[config.mk]
export PLATFORM = sky130hd
export DESIGN_NAME = bdm_command_unit
export DESIGN_NICKNAME = d
export VERILOG_FILES = /design/src/bdm_pkg.sv /design/src/periph_reset_pulse.sv /design/src/bdm_command_unit.sv
export VERILOG_INCLUDE_DIRS = /design/src
export SDC_FILE = /design/constraint.sdc
export NUM_CORES = 1
export LEC_CHECK = 0
export BUFFER_PORTS_ARGS = -buffer_cell sky130_fd_sc_hd__buf_2
export CORE_UTILIZATION = 50
export DETAILED_ROUTE_END_ITERATION = 8
export GPL_ROUTABILITY_DRIVEN = 1
export PLACE_DENSITY = 0.66
export SLEW_MARGIN = 20
export SYNTH_ARGS = -nofsm -noshare
export SYNTH_HDL_FRONTEND = slang
export SYNTH_SLANG_ARGS = --single-unit
[constraint.sdc]
create_clock -name i_clock -period 3.63 [get_ports i_clock]
set_clock_uncertainty 0.15 [all_clocks]
set_input_delay 0.726 -clock i_clock [delete_from_list [all_inputs] [get_ports i_clock]]
set_output_delay 0.726 -clock i_clock [all_outputs]
set_load 0.02 [all_outputs]
[src/bdm_map.svh]
// Constants for the background debug command unit.
// Assumes inclusion by the design files and the bench.
`ifndef BDM_MAP_SVH
`define BDM_MAP_SVH
`define CMD_NOP         4'h0
`define CMD_RD_DREG     4'h1
`define CMD_RD_AREG     4'h2
`define CMD_WR_DREG     4'h3
`define CMD_WR_AREG     4'h4
`define CMD_RD_SREG     4'h5
`define CMD_WR_SREG     4'h6
`define CMD_READ        4'h7
`define CMD_WRITE       4'h8
`define CMD_DUMP        4'h9
`define CMD_FILL        4'ha
`define CMD_GO          4'hb
`define CMD_CALL        4'hc
`define CMD_RST         4'hd
`define STAT_OK         2'h0
`define STAT_ILLEGAL    2'h1
`define STAT_BERR       2'h2
`define SREG_SOURCE_SPACE 3'h0
`define SREG_DEST_SPACE 3'h1
`define SREG_PC         3'h2
`define SREG_SR         3'h3
`define SREG_VBR        3'h4
`define SREG_SSP        3'h5
`define RESET_TIME_CYC  512
`define SOURCE_SPACE_RESET 3'h0
`define DEST_SPACE_RESET 3'h0
`define SR_RESET        16'h2700
`endif

[src/bdm_pkg.sv]
// Types for the background debug command unit.
// Assumes bdm_map.svh is on the include path.
package bdm_pkg;
   typedef enum logic [1:0] {SZ_BYTE, SZ_WORD, SZ_LONG} size_t;
   typedef enum {ST_IDLE, ST_MEM, ST_CALL, ST_REPLY} state_t;
endpackage

[src/periph_reset_pulse.sv]
// Fixed-length pulse generator for the peripheral reset line.
// Assumes a single core clock domain.
`include "bdm_map.svh"
module periph_reset_pulse (
   // Clock and reset
   input wire logic i_clock,
   input wire logic i_reset_n,
   // Control
   input wire logic i_start,
   output logic o_reset_out,
   output logic o_busy
);
   logic [9:0] count_q;
   logic [9:0] count_d;
   logic out_q;
   logic out_d;

   always_comb begin
      count_d = count_q;
      out_d = out_q;
      if (out_q) begin
         if (count_q == 10'(`RESET_TIME_CYC - 1)) begin
            out_d = 1'b0;
            count_d = 10'h000;
         end else begin
            count_d = count_q + 10'h001;
         end
      end else if (i_start) begin
         out_d = 1'b1;
         count_d = 10'h000;
      end
   end

   always_ff @(posedge i_clock or negedge i_reset_n) begin
      if (!i_reset_n) begin
         count_q <= 10'h000;
         out_q <= 1'b0;
      end else begin
         count_q <= count_d;
         out_q <= out_d;
      end
   end

   assign o_reset_out = out_q;
   assign o_busy = out_q;
endmodule

[src/bdm_command_unit.sv]
// Background debug command unit: executes host commands while the core is halted.
// Assumes commands arrive decoded from the serial link, one at a time.
`include "bdm_map.svh"
// How it works
// - Register read returns the chosen data or address register to the host.
// - Register write loads host operand into the chosen data or address register.
// - System register read returns one of six control registers; codes 6 and 7 read as zero.
// - System register write loads host operand into the addressed control register.
// - Memory read fetches sized data at 32-bit address, returned to host.
// - Memory read takes address space from the source space code register.
// - Memory write stores operand at address, space from destination space code.
// - Memory read sets block start; each dump returns next item.
// - Memory write sets block start; each fill stores next operand.
// - Resume flushes the pipeline and continues at the current program counter.
// - Patch pushes program counter on the stack, then runs patch code.
// - Peripheral reset drives the external reset line for 512 cycles.
// - Peripheral reset leaves the core registers and state untouched.
// - No-operation changes nothing and acts as a null command.
module bdm_command_unit
   import bdm_pkg::*;
(
   // Clock and reset
   input wire logic i_clock,
   input wire logic i_reset_n,
   // Command from the serial link
   input wire logic i_cmd_valid,
   input wire logic [3:0] i_cmd_code,
   input wire logic [2:0] i_cmd_reg,
   input wire logic [1:0] i_cmd_size,
   input wire logic [31:0] i_cmd_addr,
   input wire logic [31:0] i_cmd_data,
   output logic o_cmd_ready,
   // Answer to the serial link
   output logic o_resp_valid,
   output logic [1:0] o_resp_status,
   output logic [31:0] o_resp_data,
   // Memory port
   output logic o_mem_req,
   output logic o_mem_write,
   output logic [31:0] o_mem_addr,
   output logic [2:0] o_mem_space,
   output logic [1:0] o_mem_size,
   output logic [31:0] o_mem_wdata,
   input wire logic i_mem_ack,
   input wire logic i_mem_err,
   input wire logic [31:0] i_mem_rdata,
   // Core control
   output logic o_pipe_flush,
   output logic o_resume,
   output logic [31:0] o_pc,
   output logic o_periph_reset
);
   state_t state_q, state_d;
   logic [31:0] dreg_q [8];
   logic [31:0] areg_q [8];
   logic [31:0] dreg_d [8];
   logic [31:0] areg_d [8];
   logic [2:0] source_space_code_reg_q, source_space_code_reg_d;
   logic [2:0] dest_space_code_reg_q, dest_space_code_reg_d;
   logic [31:0] pc_q, pc_d, vbr_q, vbr_d, ssp_q, ssp_d;
   logic [15:0] sr_q, sr_d;
   logic [31:0] blk_addr_q, blk_addr_d;
   logic [1:0] blk_size_q, blk_size_d;
   logic mem_req_q, mem_req_d, mem_wr_q, mem_wr_d;
   logic [31:0] mem_addr_q, mem_addr_d, mem_wdata_q, mem_wdata_d;
   logic [2:0] mem_space_q, mem_space_d;
   logic [1:0] mem_size_q, mem_size_d;
   logic resp_v_q, resp_v_d;
   logic [1:0] resp_st_q, resp_st_d;
   logic [31:0] resp_data_q, resp_data_d;
   logic flush_q, flush_d, resume_q, resume_d;
   logic rst_start, rst_busy;

   function automatic logic [31:0] size_step(input logic [1:0] sz);
      case (sz)
         2'h0: size_step = 32'h0000_0001;
         2'h1: size_step = 32'h0000_0002;
         default: size_step = 32'h0000_0004;
      endcase
   endfunction

   function automatic logic [31:0] sreg_value(input logic [2:0] sel, input logic [2:0] src_sp,
      input logic [2:0] dst_sp, input logic [31:0] pc, input logic [15:0] sr,
      input logic [31:0] vbr, input logic [31:0] ssp);
      case (sel)
         `SREG_SOURCE_SPACE: sreg_value = {29'h0, src_sp};
         `SREG_DEST_SPACE: sreg_value = {29'h0, dst_sp};
         `SREG_PC: sreg_value = pc;
         `SREG_SR: sreg_value = {16'h0, sr};
         `SREG_VBR: sreg_value = vbr;
         `SREG_SSP: sreg_value = ssp;
         default: sreg_value = 32'h0000_0000;
      endcase
   endfunction

   assign o_cmd_ready = (state_q == ST_IDLE) && !resp_v_q && !rst_busy;
   wire logic take = i_cmd_valid && o_cmd_ready;

   always_comb begin
      state_d = state_q;
      dreg_d = dreg_q;
      areg_d = areg_q;
      source_space_code_reg_d = source_space_code_reg_q;
      dest_space_code_reg_d = dest_space_code_reg_q;
      pc_d = pc_q;
      sr_d = sr_q;
      vbr_d = vbr_q;
      ssp_d = ssp_q;
      blk_addr_d = blk_addr_q;
      blk_size_d = blk_size_q;
      mem_req_d = mem_req_q;
      mem_wr_d = mem_wr_q;
      mem_addr_d = mem_addr_q;
      mem_wdata_d = mem_wdata_q;
      mem_space_d = mem_space_q;
      mem_size_d = mem_size_q;
      resp_v_d = 1'b0;
      resp_st_d = resp_st_q;
      resp_data_d = resp_data_q;
      flush_d = 1'b0;
      resume_d = 1'b0;
      rst_start = 1'b0;
      case (state_q)
         ST_IDLE: begin
            if (take) begin
               resp_v_d = 1'b1;
               resp_st_d = `STAT_OK;
               resp_data_d = 32'h0000_0000;
               case (i_cmd_code)
                  `CMD_NOP: ;
                  `CMD_RD_DREG: resp_data_d = dreg_q[i_cmd_reg];
                  `CMD_RD_AREG: resp_data_d = areg_q[i_cmd_reg];
                  `CMD_WR_DREG: dreg_d[i_cmd_reg] = i_cmd_data;
                  `CMD_WR_AREG: areg_d[i_cmd_reg] = i_cmd_data;
                  `CMD_RD_SREG: begin
                     resp_data_d = sreg_value(i_cmd_reg, source_space_code_reg_q,
                        dest_space_code_reg_q, pc_q, sr_q, vbr_q, ssp_q);
                  end
                  `CMD_WR_SREG: begin
                     case (i_cmd_reg)
                        `SREG_SOURCE_SPACE: source_space_code_reg_d = i_cmd_data[2:0];
                        `SREG_DEST_SPACE: dest_space_code_reg_d = i_cmd_data[2:0];
                        `SREG_PC: pc_d = i_cmd_data;
                        `SREG_SR: sr_d = i_cmd_data[15:0];
                        `SREG_VBR: vbr_d = i_cmd_data;
                        `SREG_SSP: ssp_d = i_cmd_data;
                        default: resp_st_d = `STAT_ILLEGAL;
                     endcase
                  end
                  `CMD_READ, `CMD_WRITE, `CMD_DUMP, `CMD_FILL: begin
                     resp_v_d = 1'b0;
                     state_d = ST_MEM;
                     mem_req_d = 1'b1;
                     mem_wr_d = (i_cmd_code == `CMD_WRITE) || (i_cmd_code == `CMD_FILL);
                     mem_space_d = mem_wr_d ? dest_space_code_reg_q
                        : source_space_code_reg_q;
                     mem_wdata_d = i_cmd_data;
                     if (i_cmd_code == `CMD_READ || i_cmd_code == `CMD_WRITE) begin
                        mem_addr_d = i_cmd_addr;
                        mem_size_d = i_cmd_size;
                        blk_size_d = i_cmd_size;
                     end else begin
                        mem_addr_d = blk_addr_q + size_step(blk_size_q);
                        mem_size_d = blk_size_q;
                     end
                     blk_addr_d = mem_addr_d;
                  end
                  `CMD_GO: begin
                     flush_d = 1'b1;
                     resume_d = 1'b1;
                  end
                  `CMD_CALL: begin
                     resp_v_d = 1'b0;
                     state_d = ST_CALL;
                     mem_req_d = 1'b1;
                     mem_wr_d = 1'b1;
                     mem_addr_d = areg_q[7] - 32'h0000_0004;
                     mem_space_d = dest_space_code_reg_q;
                     mem_size_d = 2'h2;
                     mem_wdata_d = pc_q;
                  end
                  `CMD_RST: rst_start = 1'b1;
                  default: resp_st_d = `STAT_ILLEGAL;
               endcase
            end
         end
         ST_MEM: begin
            if (i_mem_ack || i_mem_err) begin
               mem_req_d = 1'b0;
               resp_v_d = 1'b1;
               resp_st_d = i_mem_err ? `STAT_BERR : `STAT_OK;
               resp_data_d = mem_wr_q ? 32'h0000_0000 : i_mem_rdata;
               state_d = ST_IDLE;
            end
         end
         ST_CALL: begin
            if (i_mem_ack || i_mem_err) begin
               mem_req_d = 1'b0;
               resp_v_d = 1'b1;
               resp_st_d = i_mem_err ? `STAT_BERR : `STAT_OK;
               resp_data_d = 32'h0000_0000;
               if (!i_mem_err) begin
                  areg_d[7] = mem_addr_q;
                  ssp_d = mem_addr_q;
                  pc_d = i_cmd_data;
                  flush_d = 1'b1;
                  resume_d = 1'b1;
               end
               state_d = ST_IDLE;
            end
         end
         default: state_d = ST_IDLE;
      endcase
   end

   always_ff @(posedge i_clock or negedge i_reset_n) begin
      if (!i_reset_n) begin
         state_q <= ST_IDLE;
         for (int i = 0; i < 8; i++) begin
            dreg_q[i] <= 32'h0000_0000;
            areg_q[i] <= 32'h0000_0000;
         end
         source_space_code_reg_q <= `SOURCE_SPACE_RESET;
         dest_space_code_reg_q <= `DEST_SPACE_RESET;
         pc_q <= 32'h0000_0000;
         sr_q <= `SR_RESET;
         vbr_q <= 32'h0000_0000;
         ssp_q <= 32'h0000_0000;
         blk_addr_q <= 32'h0000_0000;
         blk_size_q <= 2'h0;
         mem_req_q <= 1'b0;
         mem_wr_q <= 1'b0;
         mem_addr_q <= 32'h0000_0000;
         mem_wdata_q <= 32'h0000_0000;
         mem_space_q <= 3'h0;
         mem_size_q <= 2'h0;
         resp_v_q <= 1'b0;
         resp_st_q <= 2'h0;
         resp_data_q <= 32'h0000_0000;
         flush_q <= 1'b0;
         resume_q <= 1'b0;
      end else begin
         state_q <= state_d;
         dreg_q <= dreg_d;
         areg_q <= areg_d;
         source_space_code_reg_q <= source_space_code_reg_d;
         dest_space_code_reg_q <= dest_space_code_reg_d;
         pc_q <= pc_d;
         sr_q <= sr_d;
         vbr_q <= vbr_d;
         ssp_q <= ssp_d;
         blk_addr_q <= blk_addr_d;
         blk_size_q <= blk_size_d;
         mem_req_q <= mem_req_d;
         mem_wr_q <= mem_wr_d;
         mem_addr_q <= mem_addr_d;
         mem_wdata_q <= mem_wdata_d;
         mem_space_q <= mem_space_d;
         mem_size_q <= mem_size_d;
         resp_v_q <= resp_v_d;
         resp_st_q <= resp_st_d;
         resp_data_q <= resp_data_d;
         flush_q <= flush_d;
         resume_q <= resume_d;
      end
   end

   periph_reset_pulse u_rst (
      .i_clock(i_clock),
      .i_reset_n(i_reset_n),
      .i_start(rst_start),
      .o_reset_out(o_periph_reset),
      .o_busy(rst_busy)
   );

   assign o_resp_valid = resp_v_q;
   assign o_resp_status = resp_st_q;
   assign o_resp_data = resp_data_q;
   assign o_mem_req = mem_req_q;
   assign o_mem_write = mem_wr_q;
   assign o_mem_addr = mem_addr_q;
   assign o_mem_space = mem_space_q;
   assign o_mem_size = mem_size_q;
   assign o_mem_wdata = mem_wdata_q;
   assign o_pipe_flush = flush_q;
   assign o_resume = resume_q;
   assign o_pc = pc_q;
endmodule

==> impl_metrics.py <==
metrics = {
    "setup_path": {
        "start_kind": "flip-flop",
        "worstPathRequired_ps": 3950,
        "arrival_ps": 3670,
        "critical_path_class": "reg2reg",
        "cp-end-kind": "flip-flop",
        "crit_fanout": 15,
    },
    "floorplan": {
        "core-area_mm2": 0.0762,
        "die_area_mm2": 0.0783,
        "start_util": 0.506,
        "boundaryPins": 252,
        "die_width_um": 280,
        "die_h_um": 280,
        "rows": 101,
    },
    "clock_tree": {
        "cts-buffers-inserted": 85,
        "h-tree-depth": 3,
        "max-clock-path-buffers": 3,
        "cts.clk_slew.worst_paths_ps": 60,
        "cts_tree": "built",
        "root_buffer": "clkbuf_16",
        "post_cts.repair.setup_buffers": 0,
        "clk-insertion-delay-late_ps": 650,
        "cts.sinks": 784,
    },
    "logic_synthesis": {
        "ys.warnings.count": 0,
        "synth_fp_nets": 3196,
        "synth.distinct_cells": 89,
        "synth-seq-area-share": 0.509,
        "synth_edf_count": 0,
        "synthCells": 3076,
        "async_reset_ff_frac": 1.00,
        "ys_ff_latch": 784,
        "syn_area_per_cell_um2": 12.5,
        "netlist_area_mm2": 0.0386,
        "synthFlopType": "dfrtp_1",
    },
    "detailed_routing": {
        "routed_wl_mm": 119,
        "post_drt_wl_per_cell_um": 27.4,
        "antenna_left": 0,
        "route.detailed.vias_per_inst": 6.39,
        "vias": 27800,
        "drc": 0,
        "drtIter0Drc": 2907,
        "firstDrtPassIters": 6,
    },
    "placement": {
        "gp_congestion": 0.883,
        "preCtsSetupSlack_ps": 190,
        "port_buffers": 251,
        "dp_hpwl_mm": 79.9,
    },
    "cells_and_area": {
        "area_growth_pct": 14.2,
        "nets": 3365,
        "final_common_cell": "dfrtp_1",
        "final_cell_mix": "dfrtp_1 (780), mux2_2 (635), buf_2 (247)",
        "layout-drive-gt1-share": 0.399,
        "post-route-util": 0.578,
    },
    "sta": {
        "maxSlewViolCount": 0,
        "worstMarginPinSlew_ps": 1000,
        "slew_headroom": 0.327,
        "hold_viol": 0,
        "min_period_over_period": 0.922,
        "finalSetupViolations": 0,
        "finalCriticalPeriod_ps": 3350,
        "max_freq_mhz": 299,
        "fin_setup_tns_ps": 0,
        "rsz0062_at_grt": "no",
        "fin_ws_ps": 284,
    },
    "global_routing": {
        "antenna_found_initial": 4,
        "grt_pass1_vias": 28400,
        "grt_max_degree": 92,
        "overflow": 0,
        "grt.total_usage": 0.308,
        "grt_pass1_wl_mm": 181,
    },
    "worst_hold_path": {
        "hold_class": "in2reg",
    },
    "power_and_ir_drop": {
        "p_per_area_mw_per_mm2": 420,
        "p_leak_nw": 21.3,
        "peakVddDrop_uv": 324,
    },
    "run": {
        "maxCapViolations": 0,
    },
    "run_status": {
        "outcome": "finished clean",
    },
}
==> sequential cells by signal, indices dropped and copies added (netlist names), 2 cells and up <==
| name | cells |
|---|---|
| o_pc | 32 |
| o_mem_size | 2 |
| state_q | 2 |
| dreg_q | 256 |
| ssp_q | 32 |
| blk_addr_q | 32 |
| o_mem_wdata | 32 |
| o_mem_space | 3 |
| sr_q | 16 |
| source_space_code_reg_q | 3 |
| o_mem_addr | 32 |
| o_resp_data | 32 |
| o_resp_status | 2 |
| areg_q | 256 |
| dest_space_code_reg_q | 3 |
| vbr_q | 32 |
| blk_size_q | 2 |
| u_rst.count_q | 10 |
==> synthesized netlist by cell type (22+ instances only) <==
cell	count	area [µm²]
a22o_1	35	307
buf_2	78	390
mux2i_1	115	1150
clkbuf_1	173	649
nand3_1	25	125
nor4_1	25	156
nor2_1	138	518
nor3_1	38	190
mux2_2	635	7150
a31oi_1	53	332
buf_1	29	109
mux4_2	123	2770
nand2_1	235	882
a22oi_1	30	225
a311oi_1	22	193
o21ai_0	81	405
dfrtp_1	780	19500
a21oi_1	86	430
==> critical path: stages, from the launching register on <==
cell and delay, ps:
dfrtp_1 430, inv_1 140, ha_2 370, or3b_2 520
a22oi_2 180, nand2b_1 350, a2111oi_1 750, buf_4 230
a311oi_1 40
==> final cells by class <==
cell class	count	area (µm²)
Timing Repair Buffer	382	2560
Multi-Input combinational cell	1978	17700
Tap cell	1030	1290
Antenna cell	2	5.00
Fill cell	6194	32200
Clock inverter	19	228
Sequential cell	784	19600
Clock buffer	135	2600
Inverter	14	52.6
==> kinds of logic (layout without fill, tap and decap cells) <==
| family | Yosys count | count (layout) | share of synthesized area |
|---|---|---|---|
| multiplexers | 873 | 873 | 0.287 |
| flip-flops | 784 | 784 | 0.509 |
| AND/OR/NAND/NOR | 570 | 570 | 0.0690 |
| AO/OA/AOI/OAI | 508 | 508 | 0.0920 |
| buffers and inverters | 314 | 550 | 0.0360 |
| XOR/XNOR | 17 | 17 | 0.00386 |
| adder cells (fa/ha/maj) | 10 | 10 | 0.00344 |
| other | 0 | 2 | 0 |
==> per-layer routing <==
layer / up-vias / routed length (µm) / GRT usage
met5: - / 11 / 0
met4: 2 / 3350 / 0.101
met3: 194 / 10700 / 0.0643
met2: 1253 / 54000 / 0.468
met1: 14500 / 51100 / 0.442
li1: 11800 / - / -
==> report_power, final <==
group	switching [mW]	total, mW	internal (mW)
registers	0.0176	8.78	8.76
logic	0.654	0.914	0.261
clock network	3.60	8.79	5.19
total	4.27	18.5	14.2
==> path summary, 6_finish.rpt <==
check / startpoint / to / slack [ps] / cells past startpoint
max: state_q[0]$_DFFE_PN0P_ / o_resp_data[12]$_DFFE_PN0P_ / 280 / 8
min: i_cmd_size[1] / blk_size_q[1]$_DFFE_PN0P_ / 180 / 2
max reg2reg: state_q[0]$_DFFE_PN0P_ / o_resp_data[12]$_DFFE_PN0P_ / 280 / 8
min reg2reg: ssp_q[13]$_DFFE_PN0P_ / ssp_q[13]$_DFFE_PN0P_ / 330 / 2
max in group asynchronous: i_reset_n / blk_addr_q[23]$_DFFE_PN0P_ / 1810 / 3
min in group asynchronous: i_reset_n / o_mem_wdata[24]$_DFFE_PN0P_ / 520 / 2
==> stage by stage <==
stage	hold slack [ps]	std cells	area (µm²)	total power, mW
2_1_floorplan	280	3076	38600	9.34
3_3_place_gp	305	4187	41200	9.82
3_5_place_dp	321	4187	41200	9.85
4_1_cts	156	4342	44000	18.6
5_1_grt	174	4342	44000	19.1
6_report	184	4344	44000	18.5
==> timing repair <==
action	in CTS	in global routing
endpoints found under the setup margin	0	1
gates resized for setup	0	1
endpoints found under the hold margin	50	0
hold buffers	1	0
(Power assumes the default switching activity.)
